`config.mk`:
```
export PLATFORM = sky130hd
export DESIGN_NAME = tfpa_top
export DESIGN_NICKNAME = d
export VERILOG_FILES = /design/src/tfpa_pkg.sv /design/src/tfpa_prescaler.sv /design/src/tfpa_pin_sync.sv /design/src/tfpa_top.sv
export SDC_FILE = /design/constraint.sdc
export NUM_CORES = 1
export LEC_CHECK = 0
export BUFFER_PORTS_ARGS = -buffer_cell sky130_fd_sc_hd__clkbuf_2
export CAP_MARGIN = 20
export CORE_MARGIN = 10
export CORE_UTILIZATION = 30
export CTS_CLUSTER_SIZE = 24
export DETAILED_ROUTE_END_ITERATION = 10
export PLACE_DENSITY_LB_ADDON = 0.12
export SYNTH_ARGS = -nofsm -noshare
export SYNTH_HDL_FRONTEND = slang
export SYNTH_SLANG_ARGS = --single-unit
```
`constraint.sdc`:
```
create_clock -name sys_clk -period 3.4 [get_ports sys_clk]
set_input_delay 0.17 -clock sys_clk [delete_from_list [all_inputs] [get_ports sys_clk]]
set_output_delay 0.17 -clock sys_clk [all_outputs]
set_load 0.02 [all_outputs]
```
`src/tfpa_pkg.sv`:
```
/*
  Package for the timer flag, capture/compare and pulse accumulator block.
  It holds the register byte addresses, field positions, reset values,
  timing constants and the bus request carrier.
  The surroundings are assumed to use byte-wide register access at these
  addresses.
*/
package tfpa_pkg;

  localparam int ADDR_W = 6;
  localparam int DATA_W = 8;

  localparam logic [5:0] ADDR_DIR_SELECT = 6'h00;
  localparam logic [5:0] ADDR_COUNT_HI = 6'h04;
  localparam logic [5:0] ADDR_COUNT_LO = 6'h05;
  localparam logic [5:0] ADDR_SYS_CONTROL = 6'h06;
  localparam logic [5:0] ADDR_PRESCALE = 6'h0D;
  localparam logic [5:0] ADDR_CHAN_FLAGS = 6'h0E;
  localparam logic [5:0] ADDR_OVF_FLAGS = 6'h0F;
  localparam logic [5:0] ADDR_CHAN_BASE = 6'h18;
  localparam logic [5:0] ADDR_ACC_CONTROL = 6'h20;
  localparam logic [5:0] ADDR_ACC_FLAGS = 6'h21;
  localparam logic [5:0] ADDR_ACC_COUNT_HI = 6'h22;
  localparam logic [5:0] ADDR_ACC_COUNT_LO = 6'h23;

  localparam int NUM_CHAN = 4;
  localparam int CHAN_FLAG_LSB = 4;
  localparam int BIT_TIMER_ENABLE = 7;
  localparam int BIT_FAST_CLEAR = 4;
  localparam int BIT_COUNTER_OVF = 7;
  localparam int BIT_ACC_ENABLE = 6;
  localparam int BIT_ACC_MODE = 5;
  localparam int BIT_ACC_EDGE = 4;
  localparam int BIT_CLK_SEL_HI = 3;
  localparam int BIT_CLK_SEL_LO = 2;
  localparam int BIT_ACC_OVF_IE = 1;
  localparam int BIT_ACC_IN_IE = 0;
  localparam int BIT_ACC_OVF_FLAG = 1;
  localparam int BIT_ACC_IN_FLAG = 0;

  localparam logic [15:0] RESET_WORD = 16'h0000;
  localparam logic [7:0] RESET_BYTE = 8'h00;
  localparam logic [15:0] WORD_MAX = 16'hFFFF;
  localparam logic [7:0] BYTE_MAX = 8'hFF;

  localparam logic [1:0] CLK_PRESCALER = 2'h0;
  localparam logic [1:0] CLK_ACC = 2'h1;
  localparam logic [1:0] CLK_ACC_DIV256 = 2'h2;
  localparam logic [1:0] CLK_ACC_DIV65536 = 2'h3;

  localparam int PRESCALE_W = 7;
  localparam logic [5:0] DIV64_ONES = 6'h3F;

  typedef struct packed {
    logic [5:0] addr;
    logic [7:0] wdata;
    logic wr;
    logic rd;
  } tfpa_bus_s;

endpackage : tfpa_pkg

```
`src/tfpa_prescaler.sv`:
```
/*
  Timer prescaler: a free counter that yields the selected prescaler tick
  and the divide-by-64 tick, both as one-cycle enables.
  It assumes a single clock and a synchronous active-low reset.
*/
`timescale 1ns/10ps
module tfpa_prescaler (
  input wire logic sys_clk,
  input wire logic rst_n,
  input wire logic enable,
  input wire logic [2:0] select,
  output logic tick,
  output logic div64_tick
);

  logic [tfpa_pkg::PRESCALE_W-1:0] count_reg;
  logic [tfpa_pkg::PRESCALE_W-1:0] count_next;
  logic [tfpa_pkg::PRESCALE_W-1:0] mask;
  logic [7:0] mask_wide;

  // The count is held at zero while stopped, so both ticks vanish.
  assign count_next = enable ? count_reg + 7'h01 : 7'h00;
  assign mask_wide = (8'h01 << select) - 8'h01;
  assign mask = mask_wide[tfpa_pkg::PRESCALE_W-1:0];
  assign tick = enable & (&(count_reg | ~mask));
  assign div64_tick = enable & (count_reg[5:0] == tfpa_pkg::DIV64_ONES);

  always_ff @(posedge sys_clk) begin
    if (!rst_n) begin
      count_reg <= 7'h00;
    end else begin
      count_reg <= count_next;
    end
  end

endmodule : tfpa_prescaler

```
`src/tfpa_pin_sync.sv`:
```
/*
  Two-stage synchroniser for the channel 7 pin with level and edge outputs.
  It assumes the pin may change at any time relative to the clock.
*/
`timescale 1ns/10ps
module tfpa_pin_sync (
  input wire logic sys_clk,
  input wire logic rst_n,
  input wire logic pin,
  output logic level,
  output logic rise,
  output logic fall
);

  logic meta_reg;
  logic sync_reg;
  logic prev_reg;

  always_ff @(posedge sys_clk) begin
    if (!rst_n) begin
      meta_reg <= 1'b0;
      sync_reg <= 1'b0;
      prev_reg <= 1'b0;
    end else begin
      meta_reg <= pin;
      sync_reg <= meta_reg;
      prev_reg <= sync_reg;
    end
  end

  // A pin already high at reset release shows one rising edge.
  assign level = sync_reg;
  assign rise = sync_reg & ~prev_reg;
  assign fall = ~sync_reg & prev_reg;

endmodule : tfpa_pin_sync

```
`src/tfpa_top.sv`:
```
/*
  Timer flags, four capture/compare channels, main counter clock choice and
  the 16-bit pulse accumulator, reached over a plain byte register port.
  It assumes capture edges arrive as one-cycle pulses from edge detectors
  outside, and that the channel 7 pin is asynchronous.
*/
// Decided for this implementation: the strobed register port and the address map.
`timescale 1ns/10ps
module tfpa_top (
  input wire logic sys_clk,
  input wire logic rst_n,
  input wire tfpa_pkg::tfpa_bus_s bus,
  output logic [7:0] rd_data,
  input wire logic [3:0] capture_edge,
  input wire logic channel7_pin,
  output logic [3:0] compare_match,
  output logic [3:0] channel_flags,
  output logic counter_overflow_flag,
  output logic accumulator_overflow_irq,
  output logic accumulator_input_irq,
  output logic [15:0] timer_count
);

  logic [3:0] dir_reg;
  logic timer_enable_reg;
  logic fast_clear_reg;
  logic [2:0] prescale_reg;
  logic [3:0] chan_flag_reg;
  logic [3:0] chan_flag_next;
  logic ovf_flag_reg;
  logic ovf_flag_next;
  logic [15:0] count_reg;
  logic [15:0] count_next;
  logic [15:0] chan_value_reg [tfpa_pkg::NUM_CHAN];
  logic [6:0] acc_ctrl_reg;
  logic acc_ovf_reg;
  logic acc_ovf_next;
  logic acc_in_reg;
  logic acc_in_next;
  logic [15:0] acc_count_reg;
  logic [15:0] acc_count_next;
  logic [7:0] wbuf_reg;
  logic [7:0] rbuf_reg;
  logic [7:0] rd_data_reg;
  logic [7:0] rd_mux;
  logic [3:0] match_reg;
  logic [3:0] match_now;
  logic [3:0] chan_event;
  logic [3:0] chan_fast_clr;
  logic acc_ovf_irq_reg;
  logic acc_in_irq_reg;

  // Address decode.
  wire access = bus.wr | bus.rd;
  wire hit_dir = bus.addr == tfpa_pkg::ADDR_DIR_SELECT;
  wire hit_cnt_hi = bus.addr == tfpa_pkg::ADDR_COUNT_HI;
  wire hit_cnt_lo = bus.addr == tfpa_pkg::ADDR_COUNT_LO;
  wire hit_sys = bus.addr == tfpa_pkg::ADDR_SYS_CONTROL;
  wire hit_pre = bus.addr == tfpa_pkg::ADDR_PRESCALE;
  wire hit_cflg = bus.addr == tfpa_pkg::ADDR_CHAN_FLAGS;
  wire hit_oflg = bus.addr == tfpa_pkg::ADDR_OVF_FLAGS;
  wire hit_actl = bus.addr == tfpa_pkg::ADDR_ACC_CONTROL;
  wire hit_aflg = bus.addr == tfpa_pkg::ADDR_ACC_FLAGS;
  wire hit_acc_hi = bus.addr == tfpa_pkg::ADDR_ACC_COUNT_HI;
  wire hit_acc_lo = bus.addr == tfpa_pkg::ADDR_ACC_COUNT_LO;
  wire hit_chan = bus.addr[5:3] == tfpa_pkg::ADDR_CHAN_BASE[5:3];
  wire [1:0] chan_idx = bus.addr[2:1];
  wire chan_lo = bus.addr[0];
  wire hit_cnt = hit_cnt_hi | hit_cnt_lo;
  wire hit_acc = hit_acc_hi | hit_acc_lo;
  wire hit_word_hi = hit_cnt_hi | hit_acc_hi | (hit_chan & ~chan_lo);
  wire hit_word_lo = hit_cnt_lo | hit_acc_lo | (hit_chan & chan_lo);

  // Accumulator control fields.
  wire acc_enable = acc_ctrl_reg[tfpa_pkg::BIT_ACC_ENABLE];
  wire acc_mode = acc_ctrl_reg[tfpa_pkg::BIT_ACC_MODE];
  wire acc_edge = acc_ctrl_reg[tfpa_pkg::BIT_ACC_EDGE];
  wire [1:0] clk_sel =
    acc_ctrl_reg[tfpa_pkg::BIT_CLK_SEL_HI:tfpa_pkg::BIT_CLK_SEL_LO];

  logic pin_level;
  logic pin_rise;
  logic pin_fall;
  logic presc_tick;
  logic div64_tick;

  tfpa_pin_sync u_pin_sync (
    .sys_clk(sys_clk),
    .rst_n(rst_n),
    .pin(channel7_pin),
    .level(pin_level),
    .rise(pin_rise),
    .fall(pin_fall)
  );

  tfpa_prescaler u_prescaler (
    .sys_clk(sys_clk),
    .rst_n(rst_n),
    .enable(timer_enable_reg),
    .select(prescale_reg),
    .tick(presc_tick),
    .div64_tick(div64_tick)
  );

  // The same edge counts in event mode and ends the gate in gated mode.
  wire pin_edge = acc_edge ? pin_rise : pin_fall;
  wire gate_open = acc_edge ? ~pin_level : pin_level;
  wire gated_tick = gate_open & div64_tick;
  // Event mode is gated by the accumulator enable alone; gated mode also needs the timer enable, which runs the divide-by-64 tick.
  wire acc_inc = acc_enable & (acc_mode ? gated_tick : pin_edge);
  wire acc_wrap = acc_inc & (acc_count_reg == tfpa_pkg::WORD_MAX);
  wire acc_carry = acc_inc &
    (acc_count_reg[7:0] == tfpa_pkg::BYTE_MAX);
  wire acc_in_set = acc_enable & pin_edge;

  // Clock choice is purely combinational, so a new select acts at once.
  wire use_presc = ~acc_enable | (clk_sel == tfpa_pkg::CLK_PRESCALER);
  wire sel_tick =
    use_presc ? presc_tick :
    (clk_sel == tfpa_pkg::CLK_ACC) ? acc_inc :
    (clk_sel == tfpa_pkg::CLK_ACC_DIV256) ? acc_carry :
    acc_wrap;
  wire count_adv = timer_enable_reg & sel_tick;
  wire count_wrap = count_adv & (count_reg == tfpa_pkg::WORD_MAX);
  assign count_next = count_adv ? count_reg + 16'h0001 : count_reg;

  // Word assembled from the buffered high byte and the low byte now.
  wire [15:0] wr_word = {wbuf_reg, bus.wdata};
  wire [15:0] chan_sel_value = chan_value_reg[chan_idx];
  wire [15:0] word_sel =
    hit_cnt ? count_reg :
    hit_acc ? acc_count_reg :
    chan_sel_value;

  // Main counter overflow flag.
  wire ovf_clr_wr = bus.wr & hit_oflg &
    bus.wdata[tfpa_pkg::BIT_COUNTER_OVF];
  wire ovf_clr_fast = fast_clear_reg & hit_cnt & access;
  assign ovf_flag_next = count_wrap ? 1'b1 :
    (ovf_clr_wr | ovf_clr_fast) ? 1'b0 : ovf_flag_reg;

  // Accumulator flags.
  wire acc_clr_fast = fast_clear_reg & hit_acc & access;
  wire acc_ovf_clr = (bus.wr & hit_aflg &
    bus.wdata[tfpa_pkg::BIT_ACC_OVF_FLAG]) | acc_clr_fast;
  wire acc_in_clr = (bus.wr & hit_aflg &
    bus.wdata[tfpa_pkg::BIT_ACC_IN_FLAG]) | acc_clr_fast;
  assign acc_ovf_next = acc_wrap ? 1'b1 :
    acc_ovf_clr ? 1'b0 : acc_ovf_reg;
  assign acc_in_next = acc_in_set ? 1'b1 :
    acc_in_clr ? 1'b0 : acc_in_reg;

  // A software write to the count wins over a coincident increment.
  wire acc_write = bus.wr & hit_acc_lo;
  assign acc_count_next = acc_write ? wr_word :
    acc_inc ? acc_count_reg + 16'h0001 : acc_count_reg;

  // Per-channel capture, compare, flags and write gating.
  genvar gi;
  generate
    for (gi = 0; gi < tfpa_pkg::NUM_CHAN; gi++) begin : g_chan
      wire is_oc = dir_reg[gi];
      wire sel_me = hit_chan & (chan_idx == 2'(gi));
      wire cap_now = ~is_oc & capture_edge[gi];
      wire oc_write = bus.wr & sel_me & chan_lo & is_oc;
      assign match_now[gi] = is_oc & count_adv &
        (count_next == chan_value_reg[gi]);
      assign chan_event[gi] = cap_now | match_now[gi];
      assign chan_fast_clr[gi] = fast_clear_reg & sel_me &
        ((bus.rd & ~is_oc) | (bus.wr & is_oc));
      wire flag_clr = (bus.wr & hit_cflg &
        bus.wdata[tfpa_pkg::CHAN_FLAG_LSB + gi]) | chan_fast_clr[gi];
      assign chan_flag_next[gi] = chan_event[gi] ? 1'b1 :
        flag_clr ? 1'b0 : chan_flag_reg[gi];

      always_ff @(posedge sys_clk) begin
        if (!rst_n) begin
          chan_value_reg[gi] <= tfpa_pkg::RESET_WORD;
        end else if (cap_now) begin
          chan_value_reg[gi] <= count_reg;
        end else if (oc_write) begin
          chan_value_reg[gi] <= wr_word;
        end
      end
    end
  endgenerate

  // Read selection; the low byte of a word comes from the snapshot buffer.
  wire [7:0] sys_rd = {timer_enable_reg, 2'h0, fast_clear_reg, 4'h0};
  wire [7:0] cflg_rd = {chan_flag_reg, 4'h0};
  wire [7:0] oflg_rd = {ovf_flag_reg, 7'h00};
  wire [7:0] aflg_rd = {6'h00, acc_ovf_reg, acc_in_reg};
  assign rd_mux =
    hit_word_hi ? word_sel[15:8] :
    hit_word_lo ? rbuf_reg :
    hit_dir ? {dir_reg, 4'h0} :
    hit_sys ? sys_rd :
    hit_pre ? {5'h00, prescale_reg} :
    hit_cflg ? cflg_rd :
    hit_oflg ? oflg_rd :
    hit_actl ? {1'b0, acc_ctrl_reg} :
    hit_aflg ? aflg_rd :
    tfpa_pkg::RESET_BYTE;

  // Control registers written by software.
  always_ff @(posedge sys_clk) begin
    if (!rst_n) begin
      dir_reg <= 4'h0;
      timer_enable_reg <= 1'b0;
      fast_clear_reg <= 1'b0;
      prescale_reg <= 3'h0;
      acc_ctrl_reg <= 7'h00;
    end else if (bus.wr) begin
      if (hit_dir) begin
        dir_reg <= bus.wdata[7:4];
      end
      if (hit_sys) begin
        timer_enable_reg <= bus.wdata[tfpa_pkg::BIT_TIMER_ENABLE];
        fast_clear_reg <= bus.wdata[tfpa_pkg::BIT_FAST_CLEAR];
      end
      if (hit_pre) begin
        prescale_reg <= bus.wdata[2:0];
      end
      if (hit_actl) begin
        acc_ctrl_reg <= bus.wdata[6:0];
      end
    end
  end

  // Counters and flags.
  always_ff @(posedge sys_clk) begin
    if (!rst_n) begin
      count_reg <= tfpa_pkg::RESET_WORD;
      acc_count_reg <= tfpa_pkg::RESET_WORD;
      chan_flag_reg <= 4'h0;
      ovf_flag_reg <= 1'b0;
      acc_ovf_reg <= 1'b0;
      acc_in_reg <= 1'b0;
    end else begin
      count_reg <= count_next;
      acc_count_reg <= acc_count_next;
      chan_flag_reg <= chan_flag_next;
      ovf_flag_reg <= ovf_flag_next;
      acc_ovf_reg <= acc_ovf_next;
      acc_in_reg <= acc_in_next;
    end
  end

  // Byte pairing buffers: a high-byte write fills wbuf_reg and a high-byte read fills rbuf_reg for the low byte.
  always_ff @(posedge sys_clk) begin
    if (!rst_n) begin
      wbuf_reg <= tfpa_pkg::RESET_BYTE;
      rbuf_reg <= tfpa_pkg::RESET_BYTE;
    end else begin
      if (bus.wr & hit_word_hi) begin
        wbuf_reg <= bus.wdata;
      end
      if (bus.rd & hit_word_hi) begin
        rbuf_reg <= word_sel[7:0];
      end
    end
  end

  // Registered outputs.
  always_ff @(posedge sys_clk) begin
    if (!rst_n) begin
      rd_data_reg <= tfpa_pkg::RESET_BYTE;
      match_reg <= 4'h0;
      acc_ovf_irq_reg <= 1'b0;
      acc_in_irq_reg <= 1'b0;
    end else begin
      rd_data_reg <= bus.rd ? rd_mux : tfpa_pkg::RESET_BYTE;
      match_reg <= match_now;
      acc_ovf_irq_reg <= acc_ovf_next &
        acc_ctrl_reg[tfpa_pkg::BIT_ACC_OVF_IE];
      acc_in_irq_reg <= acc_in_next &
        acc_ctrl_reg[tfpa_pkg::BIT_ACC_IN_IE];
    end
  end

  assign rd_data = rd_data_reg;
  assign compare_match = match_reg;
  assign channel_flags = chan_flag_reg;
  assign counter_overflow_flag = ovf_flag_reg;
  assign accumulator_overflow_irq = acc_ovf_irq_reg;
  assign accumulator_input_irq = acc_in_irq_reg;
  assign timer_count = count_reg;

endmodule : tfpa_top

```
==> results.ini <==
[placed_design]
port_buffers=57
hpwl_um=36700
placed_cell_area_um2=11500
gp_congestion=0.994
post-place-ws_ns=-0.0335

[final_layout]
fillerInstances=3366
final_util=0.373
syn2layout_area_growth_pct=22.0
multi_input_comb_area_um2=5780
fin_area_um2=12200
drive_above_1_share=0.225
antenna_cells=0
register_area_um2=3820
largest_register_ffs=64
nets=1237

[floorplanning]
die_area_um2=40900
dieHeight_um=202
core_um2=32600
start_util=0.305
ioPinCount=58
die_w_um=202
rows=66

[global_routing]
grt_use_met2=0.352
antenna_found_initial=1
grt_usage=0.229
grt_overflow_total=0
grt_max_degree=44
grt_pass1_wl_um=68400
grt_pass1_vias=9255
grtUsageMet3=0.0344
top_usage_layer=met2
use_met1=0.318

[timing]
setup_viol=0
rsz0062_at_grt=no
fin_crit_ns=3.21
max_clock_freq_ghz=0.311
whs_ns=0.157
hold_viol=0
slew_headroom=0.375
tightest_slew_ns=0.938
finClkSkew_ns=0.0174
finalCritPeriodShare=0.945
maxSlewViolCount=0
fin_ws_ns=0.187

[routing]
drt_iter0_drc=995
vias_per_cell=5.81
ant_nets=0
wl_um=48000
drc=0
drt_first_pass_iters=5
drt-wirelength-per-cell_um=28.8
vias=9677

[flow_run]
drv_cap=0

[power_and_ir_drop]
ir_worst_vdd_mv=0.380
power.total_w=0.00442
leakage_nw=4.65
pwr_density_cell_nw_per_um2=364

[setup_path]
worst-r2r-setup-slack_ns=0.19
worst-r2r-cell-count=12
slowest_delay_ns=0.75
cp_data_arrival_time_ns=3.54
critical_path_required_ns=3.72
cp-end-kind=flip-flop
critPathSlowestCell=a2111oi_0
startpoint_type=flip-flop
crit_fanout=6
worstSetupPathType=flip-flop to flip-flop
cp_common_cell=buf_4
crit_chain=or4b_1 -> mux2i_2 -> nor2_2 -> buf_4 -> a2111oi_0 -> buf_4 -> o22ai_1 -> o21ai_0 -> a2111oi_2 -> buf_4 -> nand4_1 -> nand2_1

[worst_hold_path]
min_delay_path_depth=3
hold_path_class=input port to flip-flop

[synth]
synth_area_um2=9960
synth_area_leader_cell=edfxtp_1
async_flop_share=0
synth_edf_count=64
synth_top_area_frac=0.193
ys_types=83
ys_ff_latch=159
synth.area.top_cells=edfxtp_1, dfxtp_1, a22o_1
synth_cells=1084
synthTopCellsByCount=nor2_1, dfxtp_1, clkbuf_1
yosysSeqAreaShare=0.384
syn_nets=1110
yosysMostFrequentCell=nor2_1
yosysWarnings=0
avgSynthCellArea_um2=9.19
synth_ff_type=dfxtp_1

[clock_network]
worstSkewPairLatency_ns=0.46
path_clk_slew_ns=0.07
cts_buffers=17
htreeDepth=4
numClockSinks=159
cts-root-buf=clkbuf_16
cts_tree=built
clk_path_buf_depth=2

[run_status]
status=complete, no violations

[cells in the final DEF (no fill, tap or decap), types with 32 or more instances in the layout]
master	n
dfxtp_1	95
nand3_1	55
nand2_1	73
buf_4	139
a21oi_1	46
clkbuf_2	57
o21ai_0	35
a22o_1	68
xnor2_1	35
edfxtp_1	64
xor2_1	32
nor2_1	115
[path summary, 6_finish.rpt]
| path | startpoint | endpoint |
|---|---|---|
| worst max-delay path | acc_ctrl_reg[5] | channel_flags[1] |
| worst min-delay path | bus[5] | acc_ctrl_reg[3] |
| worst max register to register | acc_ctrl_reg[5] | channel_flags[1] |
| worst min register to register | u_pin_sync.meta_reg | u_pin_sync.level |
[routing by layer]
layer  part of all wire  vias to the layer above
li1                   -                     4362
met1               0.44                     4802
met2               0.45                      436
met3              0.073                       77
met4              0.032                        0
met5                  0                        -
[final cells by class]
class,count,share of cell area
Clock buffer,18,0.0353
Clock inverter,13,0.0113
Inverter,18,0.00556
Multi-Input combinational cell,817,0.476
Sequential cell,159,0.315
Tap cell,442,0.0455
Timing Repair Buffer,198,0.112
[stage by stage]
| step | instances | TNS (ns) |
|---|---|---|
| 3_3_place_gp | 1631 | -0.120 |
| 2_1_floorplan | 1084 | 0 |
| 5_1_grt | 1665 | 0 |
| 3_5_place_dp | 1631 | -0.0335 |
| 4_1_cts | 1663 | 0 |
| 6_report | 1665 | 0 |
[what timing repair did]
action / CTS / global route
setup buffers: 0 / 2
gates cloned: 0 / 0
hold buffers: 1 / 0
pin swaps: 0 / 2
hold endpoints to repair: 1 / 0
endpoints found under the setup margin: 2 / 8
resized for setup: 2 / 11
[critical path, delay by kind of cell, from the launching register on]
| family | cells | cell delay, ns |
|---|---|---|
| and+or+nand+nor | 4 | 0.87 |
| muxes | 1 | 0.23 |
| buffers and inverters | 3 | 0.58 |
| DFF | 1 | 0.36 |
| AOI/OAI and AO/OA | 4 | 1.05 |
[power breakdown]
part / internal (W) / total, W / switching (W)
Clock: 0.00108 / 0.00195 / 0.000871
Combinational: 0.000132 / 0.000381 / 0.000249
Sequential: 0.00202 / 0.00209 / 0.0000686
[cells by family (layout without fill, tap and decap cells)]
logic type,after synthesis,after routing,share of synthesized area
DFF,159,159,0.384
AOI/OAI and AO/OA,289,289,0.216
adders and majority gates,3,3,0.00377
and+or+nand+nor,397,397,0.202
muxes,49,49,0.0698
buffers and inverters,108,247,0.0416
xor gates and xnor gates,79,79,0.0827
Power figures use the tool's default switching activity.
